$ cat src/hw/etm_pkg.sv
package etm_pkg;
  // Register groups; byte offset is group * 2 + channel
  localparam logic [2:0] GRP_CTRL = 3'h0;
  localparam logic [2:0] GRP_CSR  = 3'h1;
  localparam logic [2:0] GRP_CMPA = 3'h2;
  localparam logic [2:0] GRP_CMPB = 3'h3;
  localparam logic [2:0] GRP_CNT  = 3'h4;
  localparam logic [2:0] GRP_CCTL = 3'h5;
  // timer_control fields
  localparam int CTRL_MB_IE = 7;
  localparam int CTRL_MA_IE = 6;
  localparam int CTRL_OV_IE = 5;
  localparam int CTRL_CLR_H = 4;
  localparam int CTRL_CLR_L = 3;
  localparam int CTRL_CKS_H = 2;
  // control_status fields
  localparam int CSR_FB    = 7;
  localparam int CSR_FA    = 6;
  localparam int CSR_FOV   = 5;
  localparam int CSR_OSB_H = 3;
  localparam int CSR_OSB_L = 2;
  localparam int CSR_OSA_H = 1;
  // counter_control fields
  localparam int CCTL_RIS  = 3;
  localparam int CCTL_ICK1 = 1;
  localparam int CCTL_ICK0 = 0;
  localparam logic [7:0] CCTL_MASK = 8'h0b;
  // Reset values and counter maximum
  localparam logic [7:0] CNT_RST  = 8'h00;
  localparam logic [7:0] CMP_RST  = 8'hff;
  localparam logic [7:0] CTRL_RST = 8'h00;
  localparam logic [7:0] CNT_MAX  = 8'hff;
  // Prescaler width and taps (tap k divides by 2^(k+1))
  localparam int PRE_W    = 13;
  localparam int TAP_D2   = 0;
  localparam int TAP_D8   = 2;
  localparam int TAP_D32  = 4;
  localparam int TAP_D64  = 5;
  localparam int TAP_D1K  = 9;
  localparam int TAP_D8K  = 12;

  typedef enum logic [1:0] {
    CLR_NONE = 2'h0, CLR_MA = 2'h1, CLR_MB = 2'h2, CLR_EXT = 2'h3
  } etm_clr_e;
  typedef enum logic [2:0] {
    CK_STOP = 3'h0, CK_INT1 = 3'h1, CK_INT2 = 3'h2, CK_INT3 = 3'h3,
    CK_CASC = 3'h4, CK_EXT_R = 3'h5, CK_EXT_F = 3'h6, CK_EXT_B = 3'h7
  } etm_cks_e;
  typedef enum logic [1:0] {
    OUT_KEEP = 2'h0, OUT_LOW = 2'h1, OUT_HIGH = 2'h2, OUT_TOG = 2'h3
  } etm_out_e;
endpackage

$ cat src/hw/etm_timer.sv
// The implementer's own choices: the plain strobed port and the placing of the registers.
`timescale 1ns/1ps
// How it works
// - Counter is 8-bit, read/write, counts up
// - Word access joins counters, channel 0 high
// - Clear select: none, match A, B, external
// - External clear: rising edge or high level
// - Wrap from all ones sets overflow flag
// - Counter equal compare A sets flag A
// - Counter equal compare B sets flag B
// - Writing compare A masks its match
// - Writing compare B masks its match
// - Match A drives pin per select A
// - Match B drives pin per select B
// - Match B request needs enable bit 7
// - Match A request needs enable bit 6
// - Overflow request needs enable bit 5
// - Clock select bits pick source, edge
// - Reset loads compare registers all ones
// - Reset loads counter with zero
// - Channel 0 cascades on channel 1 overflow
// - Channel 1 counts channel 0 match A
module etm_timer
  import etm_pkg::*;
(
  input  wire logic        clock,
  input  wire logic        reset,
  input  wire logic [3:0]  bus_addr,
  input  wire logic [15:0] bus_wdata,
  input  wire logic        bus_word,
  input  wire logic        bus_wr,
  input  wire logic        bus_rd,
  output logic      [15:0] bus_rdata,
  input  wire logic [1:0]  ext_count_clock_pin,
  input  wire logic [1:0]  ext_counter_reset_pin,
  output logic      [1:0]  compare_output_pin,
  output logic      [1:0]  match_a_irq,
  output logic      [1:0]  match_b_irq,
  output logic      [1:0]  overflow_irq
);

  typedef struct packed {
    logic [1:0][7:0]       cnt;
    logic [1:0][7:0]       cora;
    logic [1:0][7:0]       corb;
    logic [1:0][7:0]       ctrl;
    logic [1:0][7:0]       cctl;
    logic [1:0]            fa;
    logic [1:0]            fb;
    logic [1:0]            fov;
    logic [1:0][1:0]       osa;
    logic [1:0][1:0]       osb;
    logic [1:0]            pin;
    logic [1:0]            ovp;
    logic [1:0]            cmap;
    logic [PRE_W-1:0]      pre;
    logic [1:0]            ck1;
    logic [1:0]            ck2;
    logic [1:0]            ck3;
    logic [1:0]            rs1;
    logic [1:0]            rs2;
    logic [1:0]            rs3;
    logic [1:0]            irq_a;
    logic [1:0]            irq_b;
    logic [1:0]            irq_o;
    logic [15:0]           rdata;
  } etm_state_s;

  etm_state_s s_q;
  etm_state_s s_d;
  logic [1:0] tick;
  logic [1:0] eq_a;
  logic [1:0] eq_b;
  logic [1:0] cm_a;
  logic [1:0] cm_b;
  logic [1:0] ext_clr;
  logic [1:0] mt_clr;
  logic [1:0] ovf;
  logic [1:0][7:0] wb;

  // Word access ignores address bit 0 and reaches both channels
  function automatic logic wr_hit(input logic [2:0] g, input logic c);
    return bus_wr && (bus_addr[3:1] == g) && (bus_word || (bus_addr[0] == c));
  endfunction

  function automatic logic [7:0] wbyte(input logic c);
    if (bus_word) begin
      return c ? bus_wdata[7:0] : bus_wdata[15:8];
    end
    return bus_wdata[7:0];
  endfunction

  function automatic logic [7:0] rd_byte(input logic [2:0] g, input logic c);
    case (g)
      GRP_CTRL: return s_q.ctrl[c];
      GRP_CSR:  return {s_q.fb[c], s_q.fa[c], s_q.fov[c], 1'b0, s_q.osb[c], s_q.osa[c]};
      GRP_CMPA: return s_q.cora[c];
      GRP_CMPB: return s_q.corb[c];
      GRP_CNT:  return s_q.cnt[c];
      GRP_CCTL: return s_q.cctl[c] & CCTL_MASK;
      default:  return 8'h00;
    endcase
  endfunction

  // Internal taps count on the prescaler bit edge, so a rate is exact whatever the phase
  function automatic logic tick_of(input logic [2:0] cks, input logic [7:0] cc,
                                   input logic casc, input logic cr, input logic cf);
    int   t;
    logic ed;
    t  = TAP_D8K;
    ed = 1'b0;
    case (cks)
      CK_INT1: t = cc[CCTL_ICK0] ? TAP_D2 : TAP_D8;
      CK_INT2: t = cc[CCTL_ICK0] ? TAP_D32 : TAP_D64;
      default: t = cc[CCTL_ICK0] ? TAP_D1K : TAP_D8K;
    endcase
    if (cc[CCTL_ICK1]) begin
      ed = s_q.pre[t] && !s_d.pre[t];
    end else begin
      ed = !s_q.pre[t] && s_d.pre[t];
    end
    case (cks)
      CK_STOP:  return 1'b0;
      CK_CASC:  return casc;
      CK_EXT_R: return cr;
      CK_EXT_F: return cf;
      CK_EXT_B: return cr || cf;
      default:  return ed;
    endcase
  endfunction

  function automatic logic out_act(input logic [1:0] sel, input logic p);
    case (sel)
      OUT_LOW:  return 1'b0;
      OUT_HIGH: return 1'b1;
      OUT_TOG:  return !p;
      default:  return p;
    endcase
  endfunction

  always_comb begin
    s_d     = s_q;
    tick    = 2'h0;
    eq_a    = 2'h0;
    eq_b    = 2'h0;
    cm_a    = 2'h0;
    cm_b    = 2'h0;
    ext_clr = 2'h0;
    mt_clr  = 2'h0;
    ovf     = 2'h0;
    wb      = '0;
    s_d.pre = s_q.pre + 1'b1;
    s_d.ck1 = ext_count_clock_pin;
    s_d.ck2 = s_q.ck1;
    s_d.ck3 = s_q.ck2;
    s_d.rs1 = ext_counter_reset_pin;
    s_d.rs2 = s_q.rs1;
    s_d.rs3 = s_q.rs2;
    for (int c = 0; c < 2; c++) begin
      wb[c] = wbyte(1'(c));
      // Cascade events are taken from last cycle's pulses to break the loop
      tick[c] = tick_of(s_q.ctrl[c][CTRL_CKS_H:0], s_q.cctl[c],
                        (c == 0) ? s_q.ovp[1] : s_q.cmap[0],
                        s_q.ck2[c] && !s_q.ck3[c],
                        !s_q.ck2[c] && s_q.ck3[c]);
      eq_a[c] = (s_q.cnt[c] == s_q.cora[c]) && !wr_hit(GRP_CMPA, 1'(c));
      eq_b[c] = (s_q.cnt[c] == s_q.corb[c]) && !wr_hit(GRP_CMPB, 1'(c));
      cm_a[c] = eq_a[c] && tick[c];
      cm_b[c] = eq_b[c] && tick[c];
      case (etm_clr_e'(s_q.ctrl[c][CTRL_CLR_H:CTRL_CLR_L]))
        CLR_MA:  mt_clr[c] = cm_a[c];
        CLR_MB:  mt_clr[c] = cm_b[c];
        CLR_EXT: ext_clr[c] = s_q.cctl[c][CCTL_RIS] ? s_q.rs2[c]
                              : (s_q.rs2[c] && !s_q.rs3[c]);
        default: mt_clr[c] = 1'b0;
      endcase
      ovf[c] = tick[c] && !mt_clr[c] && !ext_clr[c] && (s_q.cnt[c] == CNT_MAX);
      if (wr_hit(GRP_CNT, 1'(c))) begin
        s_d.cnt[c] = wbyte(1'(c));
      end else if (ext_clr[c] || mt_clr[c]) begin
        s_d.cnt[c] = 8'h00;
      end else if (tick[c]) begin
        s_d.cnt[c] = s_q.cnt[c] + 8'h01;
      end
      if (wr_hit(GRP_CMPA, 1'(c))) begin
        s_d.cora[c] = wbyte(1'(c));
      end
      if (wr_hit(GRP_CMPB, 1'(c))) begin
        s_d.corb[c] = wbyte(1'(c));
      end
      if (wr_hit(GRP_CTRL, 1'(c))) begin
        s_d.ctrl[c] = wbyte(1'(c));
      end
      if (wr_hit(GRP_CCTL, 1'(c))) begin
        s_d.cctl[c] = wbyte(1'(c)) & CCTL_MASK;
      end
      // Flags clear by writing 0; a write of 1 leaves them, and a new event wins
      if (wr_hit(GRP_CSR, 1'(c))) begin
        s_d.fb[c]  = s_q.fb[c] && wb[c][CSR_FB];
        s_d.fa[c]  = s_q.fa[c] && wb[c][CSR_FA];
        s_d.fov[c] = s_q.fov[c] && wb[c][CSR_FOV];
        s_d.osb[c] = wb[c][CSR_OSB_H:CSR_OSB_L];
        s_d.osa[c] = wb[c][CSR_OSA_H:0];
      end
      if (eq_a[c]) begin
        s_d.fa[c] = 1'b1;
      end
      if (eq_b[c]) begin
        s_d.fb[c] = 1'b1;
      end
      if (ovf[c]) begin
        s_d.fov[c] = 1'b1;
      end
      s_d.ovp[c]  = ovf[c];
      s_d.cmap[c] = cm_a[c];
      // Match A acts after match B, on the pin value B left, when both land together
      if (cm_b[c]) begin
        s_d.pin[c] = out_act(s_q.osb[c], s_q.pin[c]);
      end
      if (cm_a[c]) begin
        s_d.pin[c] = out_act(s_q.osa[c], cm_b[c] ? s_d.pin[c] : s_q.pin[c]);
      end
      s_d.irq_b[c] = s_d.ctrl[c][CTRL_MB_IE] && s_d.fb[c];
      s_d.irq_a[c] = s_d.ctrl[c][CTRL_MA_IE] && s_d.fa[c];
      s_d.irq_o[c] = s_d.ctrl[c][CTRL_OV_IE] && s_d.fov[c];
    end
    s_d.rdata = 16'h0000;
    if (bus_rd) begin
      if (bus_word) begin
        s_d.rdata = {rd_byte(bus_addr[3:1], 1'b0), rd_byte(bus_addr[3:1], 1'b1)};
      end else begin
        s_d.rdata = {8'h00, rd_byte(bus_addr[3:1], bus_addr[0])};
      end
    end
  end

  always_ff @(posedge clock) begin
    if (reset) begin
      s_q       <= '0;
      s_q.cnt   <= {CNT_RST, CNT_RST};
      s_q.cora  <= {CMP_RST, CMP_RST};
      s_q.corb  <= {CMP_RST, CMP_RST};
      s_q.ctrl  <= {CTRL_RST, CTRL_RST};
    end else begin
      s_q <= s_d;
    end
  end

  assign bus_rdata          = s_q.rdata;
  assign compare_output_pin = s_q.pin;
  assign match_a_irq        = s_q.irq_a;
  assign match_b_irq        = s_q.irq_b;
  assign overflow_irq       = s_q.irq_o;
endmodule // etm_timer

$ cat config.mk
export PLATFORM = sky130hd
export DESIGN_NAME = etm_timer
export DESIGN_NICKNAME = d
export VERILOG_FILES = /design/src/hw/etm_pkg.sv /design/src/hw/etm_timer.sv
export SDC_FILE = /design/constraint.sdc
export NUM_CORES = 1
export LEC_CHECK = 0
export CELL_PAD_IN_SITES_DETAIL_PLACEMENT = 2
export CELL_PAD_IN_SITES_GLOBAL_PLACEMENT = 2
export CORE_UTILIZATION = 39
export CTS_CLUSTER_DIAMETER = 150
export DETAILED_ROUTE_END_ITERATION = 16
export DONT_BUFFER_PORTS = 1
export PLACE_DENSITY_LB_ADDON = 0.05
export SYNTH_ARGS = -nofsm -noshare
export SYNTH_HDL_FRONTEND = slang
export SYNTH_SLANG_ARGS = --single-unit
export TNS_END_PERCENT = 1
$ cat constraint.sdc
create_clock -name clock -period 3.53 [get_ports clock]
set_input_delay 0.1765 -clock clock [delete_from_list [all_inputs] [get_ports clock]]
set_output_delay 0.1765 -clock clock [all_outputs]
set_load 0.01 [all_outputs]
== Yosys cells after proc, flatten, opt, wreduce, memory -nomap -nowiden ==
Cells that the tools add are included.
Widths: inputs -> output; s select.
Word-level totals
  bits of input ports: 29
  register bits after elaboration: 136
  word-level logic and storage cells: 282
Operators by class
  bitwise operators: 3
  reduce and logical (&&, ||, !) cells: 89
  magnitude comparators: 3
  equal/unequal tests: 41
  $add $sub $neg: 3
  muxes and demuxes: 109
Operators with widths (count)
  $mux 8: 29
  $pmux 8 s6: 3
  $lt 32x6->1 const B: 2
  $logic_and 1x1->1: 54
  $mux 1: 51
  $eq 8x8->1: 4
  $eq 3x3->1 const B: 10
  $eq 2x2->1 const B: 12
  $logic_not 1->1: 22
  $add 8x1->8 const B: 2
  $bmux 1 s4: 4
  $eq 8x8->1 const B: 2
  $mux 4: 4
  $pmux 4 s2: 2
  $add 13x1->13 const B: 1
  $eq 2x1->1 const B: 6
  $eq 3x2->1 const B: 4
  $mux 2: 6
  $pmux 1 s3: 4
  $pmux 1 s5: 2
  $eq 3x1->1 const B: 3
  $logic_not 3->1: 3
  $logic_or 1x1->1: 6
  $mux 3: 2
  other kinds (6): 10

== Depth between registers and ports, before layout ==
Gate-level depths: netlist (run 1).
  depth in word-level cells: 17
  gate-level depth with buffers: 11

== Worst setup path before layout (run 1) ==
Ideal clock, no wire load.
  kind: reg2reg
  start: reg s_q[35] (netlist bit)
  end: reg s_q[142] (netlist bit)
  cell stages (with the launch flop): 12
  library setup time: 117 ps
  arrival time: 2320 ps
  path buffers: 1
  setup slack: 1092 ps
  cell sequence: dfxtp_1 > ha_1 > nand3_1 > nor4_2 > nor3_1 > a211o_1 > a21oi_1 > nor3b_2 > buf_6 > nand2_1 > o21ai_0 > a32o_1
On the way
  cells in the longest elaborated chain, start to end: 13
  elaborated cells between the ends (all ways): 20
  classes of those cells: add/sub: 1; mux: 11; reduce/logical: 8
RTL lines
  start, declared: RTL line etm_timer.sv:69  | etm_state_s s_q;
  $add 13x1->13: RTL line etm_timer.sv:152  | s_d.pre = s_q.pre + 1'b1;
  $bmux 1 s4: RTL line etm_timer.sv:118, etm_timer.sv:120
  $mux 1 (not written as such) (2 in a row): RTL line etm_timer.sv:118, etm_timer.sv:120
  $logic_not 1->1: RTL line etm_timer.sv:118  | ed = s_q.pre[t] && !s_d.pre[t];
  $logic_and 1x1->1: RTL line etm_timer.sv:118
  $mux 1 (*): RTL line etm_timer.sv:117  | if (cc[CCTL_ICK1]) begin
  $pmux 1 s5 (*): RTL line etm_timer.sv:122  | case (cks)
  $logic_and 1x1->1, on equally long branches: RTL line etm_timer.sv:169, etm_timer.sv:168
  $pmux 1 s2: RTL line etm_timer.sv:170  | case (etm_clr_e'(s_q.ctrl[c][CTRL_CLR_H:CTRL_CLR_L]))
  $logic_or 1x1->1: RTL line etm_timer.sv:180  | end else if (ext_clr[c] || mt_clr[c]) begin
  $mux 8: RTL line etm_timer.sv:180
  $mux 8: RTL line etm_timer.sv:178  | if (wr_hit(GRP_CNT, 1'(c))) begin
Mark *: on every way between the ends. The rest lies on a longest branch, timed or not. The select of a mux whose other input is x is not followed.
A chain may end at the register's enable or synchronous reset.

== Final worst setup path (run 1) ==
  start: reg s_q[34] (netlist bit)
  end: reg s_q, in the netlist compare_output_pin[0]
On the way
  cells in the longest elaborated chain, start to end: 14
  elaborated cells between the ends (all ways): 20
  classes of those cells: add/sub: 1; mux: 12; reduce/logical: 7
RTL lines
  $add 13x1->13: RTL line etm_timer.sv:152
  $bmux 1 s4: RTL line etm_timer.sv:118, etm_timer.sv:120
  $mux 1 (not written as such) (2 in a row): RTL line etm_timer.sv:118, etm_timer.sv:120
  $logic_not 1->1: RTL line etm_timer.sv:118
  $logic_and 1x1->1: RTL line etm_timer.sv:118
  $mux 1 (*): RTL line etm_timer.sv:117
  $pmux 1 s5 (*): RTL line etm_timer.sv:122
  $logic_and 1x1->1: RTL line etm_timer.sv:169  | cm_b[c] = eq_b[c] && tick[c];
  $mux 1: RTL line etm_timer.sv:217  | if (cm_b[c]) begin
  $mux 1: RTL line etm_timer.sv:221  | s_d.pin[c] = out_act(s_q.osa[c], cm_b[c] ? s_d.pin[c] : s_q.pin[c]);
  $logic_not 1->1: RTL line etm_timer.sv:136  | OUT_TOG: return !p;
  $pmux 1 s3: RTL line etm_timer.sv:133  | case (sel)
  $mux 1 (*): RTL line etm_timer.sv:220  | if (cm_a[c]) begin
Marks and branches as above.

==> flow_summary.yaml, run 1 <==
setup_path:
  worstPathMaxFanout: 16
  slowest_stage: "dfxtp_1"
  worstPathArrival_ns: 3.50
  required_ns: 3.89
  cp-start-kind: "flip-flop"
  crit_family: "compound AO/OA/AOI/OAI gates"
  critPathMaxStageDelay_ns: 0.58
  critPathKind: "flip-flop to flip-flop"
  reg2reg_slack_ns: 0.39
  worstPathCellList: "ha_1 -> nand3_1 -> nor4_2 -> nor3_1 -> a211o_1 -> o21a_1 -> o211ai_4 -> a31oi_1 -> a311o_1 -> a21oi_1"
  r2r-end: "compare_output_pin[0]$_SDFF_PP0_"
  setup.worst_path.end_class: "flip-flop"
  r2r-start: "s_q[34]$_SDFF_PP0_"
  cp_num_buf_inv: 0
  r2r_cells: 10
logic_synthesis:
  syn_inst: 851
  ys_types: 68
  post-synth-top-count-cell: "dfxtp_1"
  ys_top_cells_by_area: "dfxtp_1, nor2_1, nand2_1"
  syn_nets: 893
  synth_edf_count: 0
  ys_warn_count: 0
  synth.avg_cell_area_sq_um: 8.44
  synth-seq-cells: 135
  synth_area_sq_um: 7180
  synth_top_cell_by_area: "dfxtp_1"
  synthArstFlopShare_pct: 0
  synth_top_cells_by_count: "dfxtp_1, nor2_1, nand2_1"
  seq_area_frac_synth_pct: 37.6
  synthDominantCellAreaShare_pct: 37.6
  dominantRegCellSynth: "dfxtp_1"
clock_network:
  cts_max_path_buffers: 2
  hold_buffers: 16
  cts_tree: "built"
  cts_resized: 0
  cts_post_setup_buffers_inserted: 0
  cts-buffers-inserted: 17
  clock-root-buffer: "clkbuf_16"
  insertion_delay_ns: 0.43
  htree_levels: 4
  clk_pin_slew_ns: 0.07
  clock-sinks: 135
grt:
  grt_pass1_wl_um: 39900
  grt_use_total_pct: 29.0
  antenna_found_initial: 0
  grt_max_degree: 76
  grt_pass1_vias: 6611
  grt-ovfl-total: 0
drt:
  drt-pass1-iter-count: 4
  final_antenna_net_count: 0
  routed_wl_um: 26300
  vias_per_cell: 5.99
  wl_per_cell_um: 24.9
  drt_iter0_markers: 483
  num_vias: 6317
  post-route-drc-count: 0
sta:
  setup-tns-final_ns: 0
  slew_headroom_pct: 33.8
  setup_violations: 0
  rsz0062_at_grt: "false"
  finalCritPeriodShare_pct: 89.0
  final_hold_viol_count: 0
  worst_pin_slew_ns: 0.986
  fin_skew_ns: 0.0103
  period_minus_slack_ns: 3.14
  slew_viol_final: 0
  max_clock_freq_mhz: 318
layout:
  final_area_sq_um: 7890
  fillers: 1991
  syn_to_final_growth_pct: 9.77
  drive_gt1_share_pct: 8.24
  antenna_cells: 0
  final_net_count: 854
  fin_util_pct: 43.8
  fin_cells: 1054
min_path:
  hold_start: "bus_wdata[3]"
  hp-class: "primary input to flip-flop"
  hold_path_end: "s_q[142]$_SDFFE_PP0P_"
  holdPathStages: 3
place:
  dp.cells: 1006
  io_buffers: 0
  dpl.hpwl_um: 18000
  place_area_sq_um: 7100
  gp_congestion: 0.858
die:
  die_x_um: 138
  ios: 53
  rows: 49
  initial_core_util_pct: 39.9
  core_sq_um: 18000
  die_h_um: 138
  dieArea_sq_um: 19000
pwr:
  p_total_w: 0.00373
  leakage_nw: 3.03
  ir_drop_mv: 0.344
  power.density_nw_per_um2: 473
flow_run:
  cap_violations: 0
outcome:
  status: "finished, final reports clean"
[worst register-to-register path: stages, from the launching register on]
cell	delay [ns]
dfxtp_1	0.58
ha_1	0.31
nand3_1	0.19
nor4_2	0.36
nor3_1	0.08
a211o_1	0.26
o21a_1	0.14
o211ai_4	0.46
a31oi_1	0.19
a311o_1	0.35
a21oi_1	0.13
[metrics by stage]
step	hold slack, ns	worst slack, ns
2_1_floorplan	0.300	1.09
3_3_place_gp	0.255	0.656
3_5_place_dp	0.257	0.462
4_1_cts	0.00963	0.403
5_1_grt	0.0143	0.173
6_report	0.0252	0.390
[where the power goes]
part           total, W  switching [W]  internal [W]
clock network   0.00184       0.000774       0.00107
registers       0.00161      0.0000475       0.00156
logic          0.000280       0.000173      0.000107
[flip-flops by register name (all words and copies together), names as in the netlist, named ones only]
| name | flops |
|---|---|
| s_q | 103 |
| match_a_irq | 2 |
| compare_output_pin | 1 |
| match_b_irq | 2 |
| overflow_irq | 2 |
| s_d | 8 |
| bus_rdata | 16 |
[worst max path at each step]
stage / start / end / slack, ns / cells past startpoint
CTS: s_q[34]$_SDFF_PP0_ / compare_output_pin[0]$_SDFF_PP0_ / 0.40 / 10
finish: s_q[34]$_SDFF_PP0_ / compare_output_pin[0]$_SDFF_PP0_ / 0.39 / 10
floorplan: s_q[35]$_SDFF_PP0_ / s_q[142]$_SDFFE_PP0P_ / 1.09 / 11
global route: s_q[34]$_SDFF_PP0_ / compare_output_pin[0]$_SDFF_PP0_ / 0.17 / 10
global placement: s_q[34]$_SDFF_PP0_ / compare_output_pin[0]$_SDFF_PP0_ / 0.66 / 10
detailed placement: s_q[34]$_SDFF_PP0_ / compare_output_pin[0]$_SDFF_PP0_ / 0.46 / 10
[final cells by class]
type | count | area, sq um | area share (%)
multi-input combinational | 610 | 3960 | 50.2
sequential | 135 | 2700 | 34.3
clock buffer | 17 | 425 | 5.39
tap | 229 | 287 | 3.63
timing repair buffer | 25 | 245 | 3.11
clock inverter | 15 | 179 | 2.27
inverter | 23 | 86.3 | 1.09
[routing by layer]
metal	track usage, %	up-vias	routed length, um
met5	0	-	0
met4	6.22	0	224
met3	7.69	15	1400
met2	45.7	127	12200
met1	39.4	3262	12400
li1	-	2913	-
[cell families after synthesis]
group	after synthesis	synth area share (%)
buffers and inverters	106	7.24
AO/OA/AOI/OAI	174	17.0
AND/OR/NAND/NOR	330	22.3
flip-flops	135	37.6
adder cells (fa/ha/maj)	13	2.26
multiplexers	51	8.50
XOR/XNOR	42	5.12
[cell usage in the layout, fill, tap and decap left out, types with 4 or more instances in the layout]
cell type	count
a211oi_1	28
a21boi_0	4
a21oi_1	25
a22oi_1	20
a31oi_1	6
and2_1	6
and3_1	7
buf_4	9
clkbuf_16	17
dfxtp_1	135
dlygate4sd3_1	15
ha_1	13
inv_1	22
inv_6	6
mux2_2	10
mux2i_1	34
mux4_2	7
nand2_1	92
nand2b_1	6
nand3_1	33
nand4_1	10
nor2_1	95
nor2b_1	22
nor3_1	19
nor3b_1	9
nor4_1	7
o211ai_1	18
o21a_1	4
o21ai_0	25
o22ai_1	9
or3_1	7
xnor2_1	12
xor2_1	30
No activity file was read; power rests on OpenSTA's default activity.
==> inputs of run 2 (changes only) <==
==> constraint.sdc (replaced) <==
create_clock -name clock -period 3.53 [get_ports clock]
set_input_delay 0.353 -clock clock [delete_from_list [all_inputs] [get_ports clock]]
set_output_delay 0.353 -clock clock [all_outputs]
set_load 0.01 [all_outputs]
==> run 2 against run 1 <==
Clock skew barely moved. Cell count fell by 1.3%. Worst hold slack got worse by 0.0017 ns.
==> flow_summary.yaml, run 2 (synthesis gave the netlist of run 1 again) <==
outcome:
  status: "finished, final reports clean"
place:
  gp_congestion: 0.854
  dp.cells: 1006
  io_buffers: 0
  place_ws_ns: 0.459
  dpl.hpwl_um: 18000
pwr:
  leakage_nw: 2.96
  p_total_w: 0.00361
  power.density_nw_per_um2: 468
  ir_drop_mv: 0.444
drt:
  num_vias: 6200
  drt-pass1-iter-count: 5
  drt_iter0_markers: 404
  final_antenna_net_count: 0
  post-route-drc-count: 0
  wl_per_cell_um: 24.7
  routed_wl_um: 25600
  vias_per_cell: 5.96
setup_path:
  required_ns: 3.89
  setup.worst_path.end_class: "flip-flop"
  worstPathMaxFanout: 16
  cp-start-kind: "flip-flop"
  critPathKind: "flip-flop to flip-flop"
  worstPathArrival_ns: 3.45
sta:
  rsz0062_at_grt: "false"
  fin_skew_ns: 0.00992
  finalCritPeriodShare_pct: 87.8
  setup_violations: 0
  final_hold_viol_count: 0
  max_clock_freq_mhz: 323
  slew_headroom_pct: 15.9
  slew_viol_final: 0
  setup_slack_ns: 0.432
  whs_ns: 0.0236
  worst_pin_slew_ns: 1.25
  period_minus_slack_ns: 3.10
  setup-tns-final_ns: 0
layout:
  antenna_cells: 0
  final_cell_mix: "dfxtp_1, nor2_1, nand2_1"
  drive_gt1_share_pct: 8.38
  fillers: 2000
  fin_cells: 1040
  regMostFlops: "s_q"
  final_net_count: 840
  final_common_cell: "dfxtp_1"
  syn_to_final_growth_pct: 7.26
  largest_reg_flops: 103
die:
  core_sq_um: 18000
  die_h_um: 138
  die_x_um: 138
  dieArea_sq_um: 19000
  rows: 49
  initial_core_util_pct: 39.9
  ios: 53
clock_network:
  cts_max_path_buffers: 2
  clock-sinks: 135
  htree_levels: 4
  clock-root-buffer: "clkbuf_16"
  clk_pin_slew_ns: 0.07
  cts-buffers-inserted: 17
  cts_tree: "built"
  insertion_delay_ns: 0.43
  cts_post_setup_buffers_inserted: 0
grt:
  grt_pass1_wl_um: 39300
  grt_use_total_pct: 28.3
  grt_max_degree: 47
  grt-ovfl-total: 0
  antenna_found_initial: 0
  grt_pass1_vias: 6583
flow_run:
  cap_violations: 0
min_path:
  hp-class: "primary input to flip-flop"
## run 2: cell count changes in the layout (fill, tap and decap cells not counted)
cell	previous run	this run
clkinv_2	0	2
buf_12	0	1
inv_6	6	4
clkinv_4	2	6
dlygate4sd3_1	15	1
inv_8	3	1
clkinvlp_4	2	1
bufinv_16	2	1
buf_16	1	0
## run 2: timing repair
item                       CTS  global route
setup endpoints to repair    0             0
hold endpoints to repair    34             3
hold buffers                 1             1
gates resized for setup      0             0
## run 2: area by class of cell
| type | count | area [sq um] | area share [%] |
|---|---|---|---|
| repair buffers | 11 | 97.6 | 1.27 |
| clock inverters | 15 | 146 | 1.90 |
| multi-input cells | 610 | 3960 | 51.4 |
| well taps | 229 | 287 | 3.72 |
| clock buffers | 17 | 425 | 5.52 |
| inverters | 23 | 86.3 | 1.12 |
| flip-flops and latches | 135 | 2700 | 35.1 |
## run 2: path summary, 6_finish.rpt
| path | start | end | slack (ns) | depth (start not counted) |
|---|---|---|---|---|
| setup / recovery | s_q[34]$_SDFF_PP0_ | compare_output_pin[0]$_SDFF_PP0_ | 0.43 | 10 |
| hold / removal | reset | match_b_irq[1]$_SDFF_PP0_ | 0.02 | 1 |
| setup reg to reg | s_q[34]$_SDFF_PP0_ | compare_output_pin[0]$_SDFF_PP0_ | 0.43 | 10 |
| hold reg to reg | s_d[31]$_SDFF_PP0_ | s_d[29]$_SDFF_PP0_ | 0.45 | 1 |
## run 2: worst max-delay path: stages (launching register included)
cell,delay (ns)
dfxtp_1,0.56
ha_1,0.31
nand3_1,0.19
nor4_2,0.36
nor3_1,0.08
a211o_1,0.26
o21a_1,0.15
o211ai_4,0.45
a31oi_1,0.20
a311o_1,0.34
a21oi_1,0.12
## run 2: stage by stage
| stage | utilization, % | area [sq um] |
|---|---|---|
| after global placement | 39.4 | 7100 |
| after global routing | 42.8 | 7710 |
| after floorplan | - | 7180 |
| after CTS | 42.7 | 7700 |
| final | 42.8 | 7710 |
| after detailed placement | 39.4 | 7100 |
## run 2: power breakdown
part | leakage, nW | internal, W | switching, W
Clock | 0.280 | 0.000986 | 0.000770
Sequential | 1.10 | 0.00156 | 0.0000489
Combinational | 1.59 | 0.0000954 | 0.000150
## run 2: layer usage
layer / routed length (um) / global-route usage (%) / vias to the layer above
met1: 11800 / 36.8 / 3140
met2: 12000 / 45.1 / 145
met3: 1380 / 8.06 / 29
met4: 428 / 8.51 / 0
met5: 0 / 0 / -
li1: - / - / 2886
